==> src/core/e1ram_defs.svh <==
// Register offsets, field positions and timing counts of the alarm monitor
`ifndef E1RAM_DEFS_SVH
`define E1RAM_DEFS_SVH

// Register indices (byte address is four times the index)
`define E1RAM_IDX_STATE      8'hB9
`define E1RAM_IDX_ENABLE     8'hBA
`define E1RAM_IDX_FLAGS      8'hBB
`define E1RAM_IDX_CRITERIA   8'hBC
`define E1RAM_LINK_BIT       8

// Alarm bit positions, shared by state, enable and flag registers
`define E1RAM_BIT_S16LOSS    5
`define E1RAM_BIT_S16AIS     4
`define E1RAM_BIT_RMULTI     3
`define E1RAM_BIT_ALLONES    2
`define E1RAM_BIT_REMOTE     1
`define E1RAM_BIT_CARRIER    0
`define E1RAM_ALARM_MASK     8'h3F

// Criteria select fields
`define E1RAM_BIT_AISCRIT    1
`define E1RAM_BIT_RAICRIT    0
`define E1RAM_CRIT_MASK      8'h03

// Reset values
`define E1RAM_RST_ENABLE     6'h00
`define E1RAM_RST_CRITERIA   2'h0

// Detection counts
`define E1RAM_S16_RUN        5'd16
`define E1RAM_S16_PERIOD     4'hF
`define E1RAM_S16_FEWZ       3'd4
`define E1RAM_Y_RUN          2'd3
`define E1RAM_A_RUN          3'd4
`define E1RAM_WIN_LAST       9'h1FF
`define E1RAM_WIN_FEWZ       2'd3

// Carrier fail persistence time
`define E1RAM_CLK_HZ         50000000
`define E1RAM_RED_TIME_MS    100
`define E1RAM_RED_CYCLES     (`E1RAM_RED_TIME_MS * (`E1RAM_CLK_HZ / 1000))

`endif

==> src/core/e1ram_pkg.sv <==
// Types shared by the receive alarm monitor
package e1ram_pkg;

  // Receive stream and alignment state from the framer, per link
  typedef struct packed {
    logic bitStrobe;    // One received line bit this cycle
    logic bitValue;     // Its value
    logic slot16Bit;    // That bit lies in timeslot 16
    logic slot16End;    // That bit is the last of timeslot 16
    logic aStrobe;      // Bit is the A bit (remote alarm indication)
    logic yStrobe;      // Bit is the Y bit of the CAS multiframe
    logic frameSync;    // Basic frame alignment held
    logic casSync;      // CAS multiframe alignment held
  } e1ram_rx_t;

  typedef logic [5:0] e1ram_alarm_t;
  typedef logic [1:0] e1ram_crit_t;

endpackage : e1ram_pkg

==> src/core/e1ram_top.sv <==
// Dual-link E1 receive alarm monitor with Avalon-MM register access
`timescale 1ns/1ns
`include "e1ram_defs.svh"

module e1ram_link #(
  parameter int RED_CYCLES = `E1RAM_RED_CYCLES
) (
  // Clock and reset
  input  wire logic               clk,
  input  wire logic               rstn,
  // Receive stream
  input  wire e1ram_pkg::e1ram_rx_t  rx,
  // Control
  input  wire e1ram_pkg::e1ram_crit_t criteria,
  input  wire e1ram_pkg::e1ram_alarm_t clearMask,
  // Status
  output e1ram_pkg::e1ram_alarm_t alarmState,
  output e1ram_pkg::e1ram_alarm_t changeFlags
);
  import e1ram_pkg::*;

  logic       s16LossReg;
  logic       s16AisReg;
  logic       rMultiReg;
  logic       allOnesReg;
  logic       remoteReg;
  logic       carrierReg;
  logic       octetOneReg;
  logic [4:0] zeroOctetRunReg;
  logic [3:0] frameCountReg;
  logic [2:0] s16ZeroReg;
  logic       s16FewPrevReg;
  logic [1:0] yRunReg;
  logic [2:0] aRunReg;
  logic [8:0] winCountReg;
  logic [1:0] winZeroReg;
  logic       winFewPrevReg;
  logic [22:0] redCountReg;
  e1ram_alarm_t prevStateReg;
  e1ram_alarm_t flagsReg;

  logic       octetZero;
  logic       s16Few;
  logic       winFew;
  logic       winEndFew;
  logic       bitZero;

  assign bitZero   = rx.bitStrobe & ~rx.bitValue;
  assign octetZero = ~octetOneReg & ~(rx.bitStrobe & rx.bitValue);
  assign s16Few    = (s16ZeroReg + {2'b00, bitZero & rx.slot16Bit})
                     < `E1RAM_S16_FEWZ;
  assign winFew    = winZeroReg < `E1RAM_WIN_FEWZ;
  // Window verdict must count a zero in its last bit as well
  assign winEndFew = ({1'b0, winZeroReg} + {2'b00, bitZero})
                     < {1'b0, `E1RAM_WIN_FEWZ};

  // Slot16 octet content and zero-octet run
  always_ff @(posedge clk) begin
    if (!rstn || !rx.frameSync) begin
      octetOneReg     <= 1'b0;
      zeroOctetRunReg <= 5'd0;
      s16LossReg      <= 1'b0;
    end else if (rx.bitStrobe && rx.slot16Bit) begin
      if (rx.slot16End) begin
        octetOneReg <= 1'b0;
        if (octetZero) begin
          if (zeroOctetRunReg != `E1RAM_S16_RUN) begin
            zeroOctetRunReg <= zeroOctetRunReg + 5'd1;
          end
          if (zeroOctetRunReg == `E1RAM_S16_RUN - 5'd1) begin
            s16LossReg <= 1'b1;
          end
        end else begin
          zeroOctetRunReg <= 5'd0;
          s16LossReg      <= 1'b0;
        end
      end else if (rx.bitValue) begin
        octetOneReg <= 1'b1;
      end
    end
  end

  // Slot16 zero count over 16-frame periods
  always_ff @(posedge clk) begin
    if (!rstn || !rx.frameSync) begin
      frameCountReg <= 4'h0;
      s16ZeroReg    <= 3'd0;
      s16FewPrevReg <= 1'b0;
      s16AisReg     <= 1'b0;
    end else if (rx.bitStrobe && rx.slot16Bit) begin
      if (rx.slot16End && frameCountReg == `E1RAM_S16_PERIOD) begin
        frameCountReg <= 4'h0;
        s16ZeroReg    <= 3'd0;
        s16FewPrevReg <= s16Few;
        if (s16Few && s16FewPrevReg) begin
          s16AisReg <= 1'b1;
        end else if (!s16Few) begin
          s16AisReg <= 1'b0;
        end
      end else begin
        if (rx.slot16End) begin
          frameCountReg <= frameCountReg + 4'h1;
        end
        // Saturate: only "fewer than four" matters
        if (!rx.bitValue && s16ZeroReg != `E1RAM_S16_FEWZ) begin
          s16ZeroReg <= s16ZeroReg + 3'd1;
        end
      end
    end
  end

  // Remote multiframe alarm from Y bits
  always_ff @(posedge clk) begin
    if (!rstn || !rx.casSync) begin
      yRunReg   <= 2'd0;
      rMultiReg <= 1'b0;
    end else if (rx.bitStrobe && rx.yStrobe) begin
      if (!rx.bitValue) begin
        yRunReg   <= 2'd0;
        rMultiReg <= 1'b0;
      end else begin
        if (yRunReg != `E1RAM_Y_RUN) begin
          yRunReg <= yRunReg + 2'd1;
        end
        if (yRunReg == `E1RAM_Y_RUN - 2'd1) begin
          rMultiReg <= 1'b1;
        end
      end
    end
  end

  // Remote alarm from A bits
  always_ff @(posedge clk) begin
    if (!rstn || !rx.frameSync) begin
      aRunReg   <= 3'd0;
      remoteReg <= 1'b0;
    end else if (rx.bitStrobe && rx.aStrobe) begin
      if (!rx.bitValue) begin
        aRunReg   <= 3'd0;
        remoteReg <= 1'b0;
      end else begin
        if (aRunReg != `E1RAM_A_RUN) begin
          aRunReg <= aRunReg + 3'd1;
        end
        if (criteria[`E1RAM_BIT_RAICRIT]) begin
          remoteReg <= 1'b1;
        end else if (aRunReg == `E1RAM_A_RUN - 3'd1) begin
          remoteReg <= 1'b1;
        end
      end
    end
  end

  // All-ones detection over fixed 512-bit windows; with criterion bit clear, setting needs frame alignment lost
  always_ff @(posedge clk) begin
    if (!rstn) begin
      winCountReg   <= 9'h000;
      winZeroReg    <= 2'd0;
      winFewPrevReg <= 1'b0;
      allOnesReg    <= 1'b0;
    end else if (rx.bitStrobe) begin
      winCountReg <= winCountReg + 9'h001;
      if (winCountReg == `E1RAM_WIN_LAST) begin
        winZeroReg    <= 2'd0;
        winFewPrevReg <= winEndFew;
        if (!criteria[`E1RAM_BIT_AISCRIT]) begin
          if (winEndFew && !rx.frameSync) begin
            allOnesReg <= 1'b1;
          end else if (!winEndFew) begin
            allOnesReg <= 1'b0;
          end
        end else begin
          if (winEndFew && winFewPrevReg) begin
            allOnesReg <= 1'b1;
          end else if (!winEndFew && !winFewPrevReg) begin
            allOnesReg <= 1'b0;
          end
        end
      end else if (bitZero && winFew) begin
        winZeroReg <= winZeroReg + 2'd1;
      end
    end
  end

  // Carrier fail: frame state must disagree with the alarm for 100 ms
  always_ff @(posedge clk) begin
    if (!rstn) begin
      redCountReg <= 23'd0;
      carrierReg  <= 1'b0;
    end else if (rx.frameSync == carrierReg) begin
      if (redCountReg >= 23'(RED_CYCLES - 1)) begin
        redCountReg <= 23'd0;
        carrierReg  <= ~carrierReg;
      end else begin
        redCountReg <= redCountReg + 23'd1;
      end
    end else begin
      redCountReg <= 23'd0;
    end
  end

  always_comb begin
    alarmState = '0;
    alarmState[`E1RAM_BIT_S16LOSS] = s16LossReg;
    alarmState[`E1RAM_BIT_S16AIS]  = s16AisReg;
    alarmState[`E1RAM_BIT_RMULTI]  = rMultiReg;
    alarmState[`E1RAM_BIT_ALLONES] = allOnesReg;
    alarmState[`E1RAM_BIT_REMOTE]  = remoteReg;
    alarmState[`E1RAM_BIT_CARRIER] = carrierReg;
  end

  // Change flags; a new change beats a clear in the same cycle
  always_ff @(posedge clk) begin
    if (!rstn) begin
      prevStateReg <= '0;
      flagsReg     <= '0;
    end else begin
      prevStateReg <= alarmState;
      flagsReg     <= (flagsReg & ~clearMask)
                      | (alarmState ^ prevStateReg);
    end
  end

  assign changeFlags = flagsReg;

endmodule : e1ram_link

module e1ram_top #(
  parameter int RED_CYCLES = `E1RAM_RED_CYCLES
) (
  // Clock and reset
  input  wire logic               clk,
  input  wire logic               rstn,
  // Avalon-MM slave, byte address
  input  wire logic [10:0]        address,
  input  wire logic               read,
  input  wire logic               write,
  input  wire logic [31:0]        writedata,
  input  wire logic [3:0]         byteenable,
  output logic      [31:0]        readdata,
  output logic                    waitrequest,
  // Receive streams of the two links
  input  wire e1ram_pkg::e1ram_rx_t rx0,
  input  wire e1ram_pkg::e1ram_rx_t rx1,
  // Interrupt, active low
  output logic                    irqN
);
  import e1ram_pkg::*;

  e1ram_rx_t    rxLink   [2];
  e1ram_alarm_t enableReg [2];
  e1ram_crit_t  critReg  [2];
  e1ram_alarm_t clearMask [2];
  e1ram_alarm_t stateLink [2];
  e1ram_alarm_t flagsLink [2];
  logic [31:0]  readdataReg;
  logic         waitReg;
  logic         irqNReg;
  logic [8:0]   regIndex;
  logic         linkSel;
  logic [7:0]   regOffset;
  logic         wrTake;
  logic [7:0]   rdValue;
  logic         anyIrq;

  assign rxLink[0] = rx0;
  assign rxLink[1] = rx1;
  assign regIndex  = address[10:2];
  assign linkSel   = regIndex[`E1RAM_LINK_BIT];
  assign regOffset = regIndex[7:0];
  // Write lands at the edge that sees waitrequest low
  assign wrTake    = write && !waitReg && byteenable[0];

  genvar g;
  generate
    for (g = 0; g < 2; g++) begin : gLink
      always_comb begin
        clearMask[g] = '0;
        if (wrTake && linkSel == 1'(g)
            && regOffset == `E1RAM_IDX_FLAGS) begin
          clearMask[g] = writedata[5:0];
        end
      end

      always_ff @(posedge clk) begin
        if (!rstn) begin
          enableReg[g] <= `E1RAM_RST_ENABLE;
          critReg[g]   <= `E1RAM_RST_CRITERIA;
        end else if (wrTake && linkSel == 1'(g)) begin
          if (regOffset == `E1RAM_IDX_ENABLE) begin
            enableReg[g] <= writedata[5:0];
          end
          if (regOffset == `E1RAM_IDX_CRITERIA) begin
            critReg[g] <= writedata[1:0];
          end
        end
      end

      e1ram_link #(
        .RED_CYCLES (RED_CYCLES)
      ) uLink (
        .clk         (clk),
        .rstn        (rstn),
        .rx          (rxLink[g]),
        .criteria    (critReg[g]),
        .clearMask   (clearMask[g]),
        .alarmState  (stateLink[g]),
        .changeFlags (flagsLink[g])
      );
    end
  endgenerate

  always_comb begin
    case (regOffset)
      `E1RAM_IDX_STATE:    rdValue = {2'b00, stateLink[linkSel]};
      `E1RAM_IDX_ENABLE:   rdValue = {2'b00, enableReg[linkSel]};
      `E1RAM_IDX_FLAGS:    rdValue = {2'b00, flagsLink[linkSel]};
      `E1RAM_IDX_CRITERIA: rdValue = {6'b000000, critReg[linkSel]};
      default:             rdValue = 8'h00;
    endcase
  end

  // One wait cycle per access; waitrequest idles high
  always_ff @(posedge clk) begin
    if (!rstn) begin
      waitReg     <= 1'b1;
      readdataReg <= 32'h0000_0000;
    end else if ((read || write) && waitReg) begin
      waitReg     <= 1'b0;
      readdataReg <= read ? {24'h000000, rdValue} : 32'h0000_0000;
    end else begin
      waitReg <= 1'b1;
    end
  end

  assign anyIrq = |(flagsLink[0] & enableReg[0])
                | |(flagsLink[1] & enableReg[1]);

  always_ff @(posedge clk) begin
    if (!rstn) begin
      irqNReg <= 1'b1;
    end else begin
      irqNReg <= ~anyIrq;
    end
  end

  assign readdata    = readdataReg;
  assign waitrequest = waitReg;
  assign irqN        = irqNReg;

endmodule : e1ram_top

==> config.mk <==
export PLATFORM = sky130hd
export DESIGN_NAME = e1ram_top
export DESIGN_NICKNAME = d
export VERILOG_FILES = /design/src/core/e1ram_pkg.sv /design/src/core/e1ram_top.sv
export VERILOG_INCLUDE_DIRS = /design/src /design/src/core
export SDC_FILE = /design/constraint.sdc
export NUM_CORES = 1
export LEC_CHECK = 0
export BUFFER_PORTS_ARGS = -buffer_cell sky130_fd_sc_hd__buf_2
export CAP_MARGIN = 20
export CORE_MARGIN = 2
export CORE_UTILIZATION = 30
export CTS_CLUSTER_SIZE = 20
export DETAILED_ROUTE_END_ITERATION = 16
export GPL_TIMING_DRIVEN = 0
export PLACE_DENSITY = 0.57
export SYNTH_ARGS = -nofsm -noshare
export SYNTH_HDL_FRONTEND = slang
export SYNTH_SLANG_ARGS = --single-unit
==> constraint.sdc <==
create_clock -name clk -period 4.85 [get_ports clk]
set_input_delay 0 -clock clk [delete_from_list [all_inputs] [get_ports clk]]
set_output_delay 0 -clock clk [all_outputs]
set_load 0.02 [all_outputs]
# == Word level (Yosys, flattened, before mapping) ==
# Memories as Yosys holds them, arrays and structs flattened.
# Cells that the tools add are included.
# word_totals
regBits,178
ram_bits,16
output_inout_bits,34
wordCells,323
mem_count,2
# memory_table
memory,words,word_bits,read_ports,rd_ports_with_merged_regs,wr,line_no,text
enableReg,2,6,3,0,2,e1ram_top.sv:251,e1ram_alarm_t enableReg [2];
critReg,2,2,3,0,2,e1ram_top.sv:252,e1ram_crit_t critReg [2];
# op_classes
n_addsub,20
magnitude_cmp,9
n_eq_ne,42
muxes,86
n_bitwise,37
reduce_logical,86
# ops
operator,n
$mux W6,10
$mux W1,48
$add A23 B1 Y23 const B,2
$ge A23 B23 Y1 const B,2
$reduce_and A2 Y1,22
$eq A8 B8 Y1 const B,4
$logic_and A1 B1 Y1,27
$and A6 B6 Y6,4
$mux W3,8
$pmux W6 S4,1
$mux W2,10
$mux W5,4
$add A9 B1 Y9 const B,2
$eq A9 B9 Y1 const B,2
$ne A3 B3 Y1 const B,6
$reduce_and A3 Y1,6
$mux W4,4
$ne A2 B2 Y1 const B,8
$reduce_bool A2 Y1,8
$not A1 Y1,13
$add A3 B1 Y3 const B,4
$logic_not A1 Y1,12
$ne A2 B1 Y1 const B,6
$not A6 Y6,2
other kinds (27),65

# == Longest topological paths before layout ==
# depth
depth_word,9
ltp_mapped,11
mapped_depth_nobuf,9

# == Modules after synthesis ==
# From an unflattened synthesis, not the netlist that was laid out.
# unflattened
cells_unflattened,905
hier_area_um2,8420.6
# modules_own_cells
module,n_inst,cells_each,area_per_inst_um2,seq_area_each_um2
e1ram_link at gLink[1].uLink,1,367,3477.1,1441.4
e1ram_link at gLink[0].uLink,1,371,3310.7,1441.4
e1ram_top,1,167,1632.8,640.6

# == Worst setup path before layout ==
# No wires, ideal clock.
# synth_path
path_type,in2reg
startpoint,input port rx0[7] (netlist bit)
endpoint,register gLink[0].uLink.allOnesReg
t_arrival_ns,2.011
setup_slack_ns,2.765
stages,11
cell_sequence,clkbuf_1 buf_1 nor2b_1 ha_1 ha_1 a21oi_1 ha_1 nand2b_1 a21oi_1 o21ai_0 a31oi_1
# synth_between
elab_chain_cells,7
word_cells_on_any_way,13
classes_between,1 x add/sub; 1 x order compare; 2 x eq/ne; 3 x mux; 1 x bitwise; 5 x reduce/logical
# synth_lines
element,line_no,text
start: declaration,e1ram_top.sv:243,"input wire e1ram_pkg::e1ram_rx_t rx0,"
$and A1 B1 Y1 *,e1ram_top.sv:48,assign bitZero = rx.bitStrobe & ~rx.bitValue;
$add A2 B1 Y3 *,e1ram_top.sv:54,"assign winEndFew = ({1'b0, winZeroReg} + {2'b00, bitZero})"
$lt A3 B2 Y1 *,e1ram_top.sv:54,
via gLink[0].uLink.winEndFew,e1ram_top.sv:45,logic winEndFew;
$logic_not A1 Y1,n/a,
$logic_and A1 B1 Y1,e1ram_top.sv:175,end else if (!winEndFew && !winFewPrevReg) begin
$ne A3 B3 Y1 (no line),n/a,
$reduce_and A4 Y1 (no line),n/a,
end signal: assignment,e1ram_top.sv:170,allOnesReg <= 1'b0;
end signal: assignment,e1ram_top.sv:174,allOnesReg <= 1'b1;
end signal: assignment,e1ram_top.sv:176,allOnesReg <= 1'b0;
end: declaration,e1ram_top.sv:25,logic allOnesReg;
# The timed path passes the listed nets; every way through them passes the cells marked *.
# A chain may end at the register's enable or synchronous reset.

# == Final worst setup path ==
# layout_path
startpoint,input port rx1[7] (netlist bit)
endpoint,register gLink[1].uLink.allOnesReg
# layout_between
elab_chain_cells,7
word_cells_on_any_way,13
classes_between,1 x add/sub; 1 x order compare; 2 x eq/ne; 3 x mux; 1 x bitwise; 5 x reduce/logical
# layout_lines
element,line_no,text
start: declaration,e1ram_top.sv:244,"input wire e1ram_pkg::e1ram_rx_t rx1,"
$and A1 B1 Y1 *,e1ram_top.sv:48,
$add A2 B1 Y3 *,e1ram_top.sv:54,
$lt A3 B2 Y1 *,e1ram_top.sv:54,
via gLink[1].uLink.winEndFew,e1ram_top.sv:45,
$logic_not A1 Y1,n/a,
$logic_and A1 B1 Y1,e1ram_top.sv:175,
$ne A3 B3 Y1 (no line),n/a,
$reduce_and A4 Y1 (no line),n/a,
end signal: assignment,e1ram_top.sv:170,
end signal: assignment,e1ram_top.sv:174,
end signal: assignment,e1ram_top.sv:176,
end: declaration,e1ram_top.sv:25,
# Marked as above.

==> flow_summary.yaml <==
finish:
  multi_input_area_mm2: 0.00432
  diodes: 0
  drive_gt1_share_pct: 13.0
  nets: 1117
  fillers: 2720
  final_cell_mix: "dfxtp_1, nor2_1, nand2_1"
  seq_area_mm2: 0.00352
  area_growth_pct: 19.2
  final_common_cell: "dfxtp_1"
route:
  drcViolationCount: 0
  num_vias: 6311
  dr.max_layer_used: "met4"
  wl_met3_um: 734
  drtPass1Iterations: 4
  totalWireLength_mm: 17.7
  ant_nets: 0
  wl_met2_mm: 7.88
  avgRoutedWirePerCell_um: 13.0
  drt_iter0_markers: 303
  vias_per_cell: 4.61
  drt-met1-wl_mm: 8.83
global_routing:
  grt_pass1_vias: 5894
  grt_overflow: 0
  antenna_found_initial: 0
  grt_max_degree: 17
  grt_pass1_wl_mm: 29.3
  grt_use_total_pct: 12.7
worst_setup_path:
  crit_type: "in2reg"
  critical_path.slowest_cell: "dlygate4sd3_1"
  critical_path.endpoint_type: "flop"
  worstPathMaxFanout: 10
  start_kind: "input pin"
  cp_top_family: "buffers and inverters"
  path_cells: "dlygate4sd3_1 -> buf_2 -> clkbuf_1 -> clkbuf_1 -> nor2b_1 -> ha_1 -> ha_1 -> a21oi_1 -> ha_1 -> nand2b_1 -> a21oi_1 -> o21ai_0 -> a31oi_1"
  cp.required_ns: 5.20
  path_common_cell: "ha_1"
  worst_ep_arrival_time_ns: 3.10
  crit_buf_inv: 4
  max_stage_delay_ns: 0.52
clock_network:
  htree_levels: 4
  cts_root_buffer: "clkbuf_16"
  path_clk_slew_ns: 0.07
  tritoncts: "yes"
  insertion_delay_ns: 0.42
  cts.sinks: 168
  cts_buffer_depth: 2
  post_cts_buffers: 0
  numCtsBuffers: 17
timing:
  setup_viol: 0
  fin_setup_tns_ns: 0
  tightest_slew_ns: 0.985
  fmax_mhz: 364
  hold_viol: 0
  hold_slack_ns: 0.0280
  period_needed_ns: 2.75
  drv_slew: 0
  period_share_pct: 56.7
  relSlewSlack_pct: 33.7
  rsz0062_at_grt: "false"
  finalWorstSetupSlack_ns: 2.10
  skew_ns: 0.0113
synth:
  synth_edf_count: 16
  synth_top_area_share_pct: 37.1
  synth_top_area_cell: "dfxtp_1"
  synth_ff_type: "dfxtp_1"
  ys_seq_area_share_pct: 43.0
  avgSynthCellArea_um2: 9.07
  synthArstFlopShare_pct: 0
  netlist_top_cells_area: "dfxtp_1, edfxtp_1, ha_1"
  synth_warnings: 0
  ys_ff_latch: 168
  postSynthCellCount: 904
  synth_cell_types: 62
  syn-cell-area_mm2: 0.00820
floorplan:
  die_y_um: 169
  core_mm2: 0.0269
  initial_core_util_pct: 30.5
  die_w_um: 169
  dieArea_mm2: 0.0287
  row_count: 60
  pin_count: 101
power_and_ir_drop:
  leakage_nw: 3.61
  finalPower_mw: 3.02
  ir_worst_vdd_uv: 210
  powerDensity_mw_per_mm2: 309
placed_design:
  dpl.hpwl_mm: 13.0
  gp_congestion: 0.838
  portBuffers: 41
  dp_worst_setup_slack_ns: 2.19
worst_hold_path:
  holdCritPathClass: "in2reg"
outcome:
  status: "finished, final reports clean"
job:
  drv_cap: 0
-- routing by layer --
layer  track usage, %  vias to the layer above
li1                 -                     3318
met1             16.9                     2859
met3             2.59                       14
met5                0                        -
met4             4.46                        0
met2             20.6                      120
-- logic make-up (layout without fill, tap and decap cells) --
group                    Yosys count  count (layout)  synth area share, %
AO/OA/AOI/OAI                    151             151                 12.1
XOR/XNOR                          77              77                 8.23
adder cells (fa/ha/maj)           36              36                 5.49
buffers and inverters             86             184                 5.51
flip-flops                       168             168                 43.0
multiplexers                      18              18                 3.17
other                              1              26               0.0457
AND/OR/NAND/NOR                  367             367                 22.5
-- Yosys cell counts (7+ instances only) --
cell      number
nand4_1       26
nor3_1        15
a31oi_1        7
nand2_1       69
nor4_1        10
xor2_1        35
xnor2_1       42
a21boi_0      22
and4_1         7
ha_1          36
a21oi_1       31
nand3_1       27
dfxtp_1      152
and2_1        41
nor2_1       119
buf_4         27
and3_1         8
or3_1          7
mux2i_1        8
edfxtp_1      16
clkbuf_1      20
nor2b_1       11
inv_1         30
o21ai_0       44
a22oi_1       10
-- report_power, final --
group          internal (mW)  switching [mW]
logic                 0.0817           0.112
registers               1.42          0.0146
clock network          0.816           0.581
-- repair_timing --
action,in CTS,in global routing
endpoints found under the hold margin,39,0
hold buffers,24,0
gates resized for setup,0,0
endpoints found under the setup margin,0,0
-- sequential cells by signal, indices dropped and copies added (netlist names), 4 cells and up --
signal / cells
gLink.uLink.winZeroReg: 4
gLink.uLink.winCountReg: 18
gLink.uLink.frameCountReg: 8
gLink.uLink.redCountReg: 46
gLink.uLink.zeroOctetRunReg: 10
gLink.uLink.changeFlags: 12
critReg: 4
gLink.uLink.s16ZeroReg: 6
gLink.uLink.yRunReg: 4
enableReg: 12
gLink.uLink.prevStateReg: 12
readdata: 6
gLink.uLink.aRunReg: 6
-- area by class of cell --
cell class	count	area share, %
plain buffers	56	3.47
clock buffers	18	4.39
well taps	341	4.37
repair buffers	66	4.61
clock inverters	14	1.75
inverters	30	1.15
flip-flops and latches	168	36.1
multi-input cells	675	44.2
-- stage by stage --
stage | instances | area (um2) | util, %
detailed placement | 1311 | 8920 | 33.2
CTS | 1367 | 9770 | 36.3
finish | 1368 | 9770 | 36.4
global route | 1368 | 9770 | 36.4
global placement | 1311 | 8920 | 33.2
floorplan | 929 | 8290 | -
-- tightest hold or removal path: cells and delay by family --
family / cells / cell delay, ns
simple gates: 1 / 0.14
compound gates: 1 / 0.09
buf+inv: 1 / 0.17
-- worst paths after layout --
check,startpoint,end,slack (ns),depth (start not counted)
worst min register to register,readdata[1]$_SDFFE_PN0P_,readdata[1]$_SDFFE_PN0P_,0.45,2
worst min-delay path,rstn,readdata[1]$_SDFFE_PN0P_,0.03,3
worst max-delay path,rx1[7],gLink[1].uLink.allOnesReg$_SDFFE_PN0P_,2.10,13
worst max register to register,waitrequest$_SDFF_PN1_,enableReg[1][4]$_SDFFCE_PN0P_,2.69,4
Power figures use the tool's default switching activity.
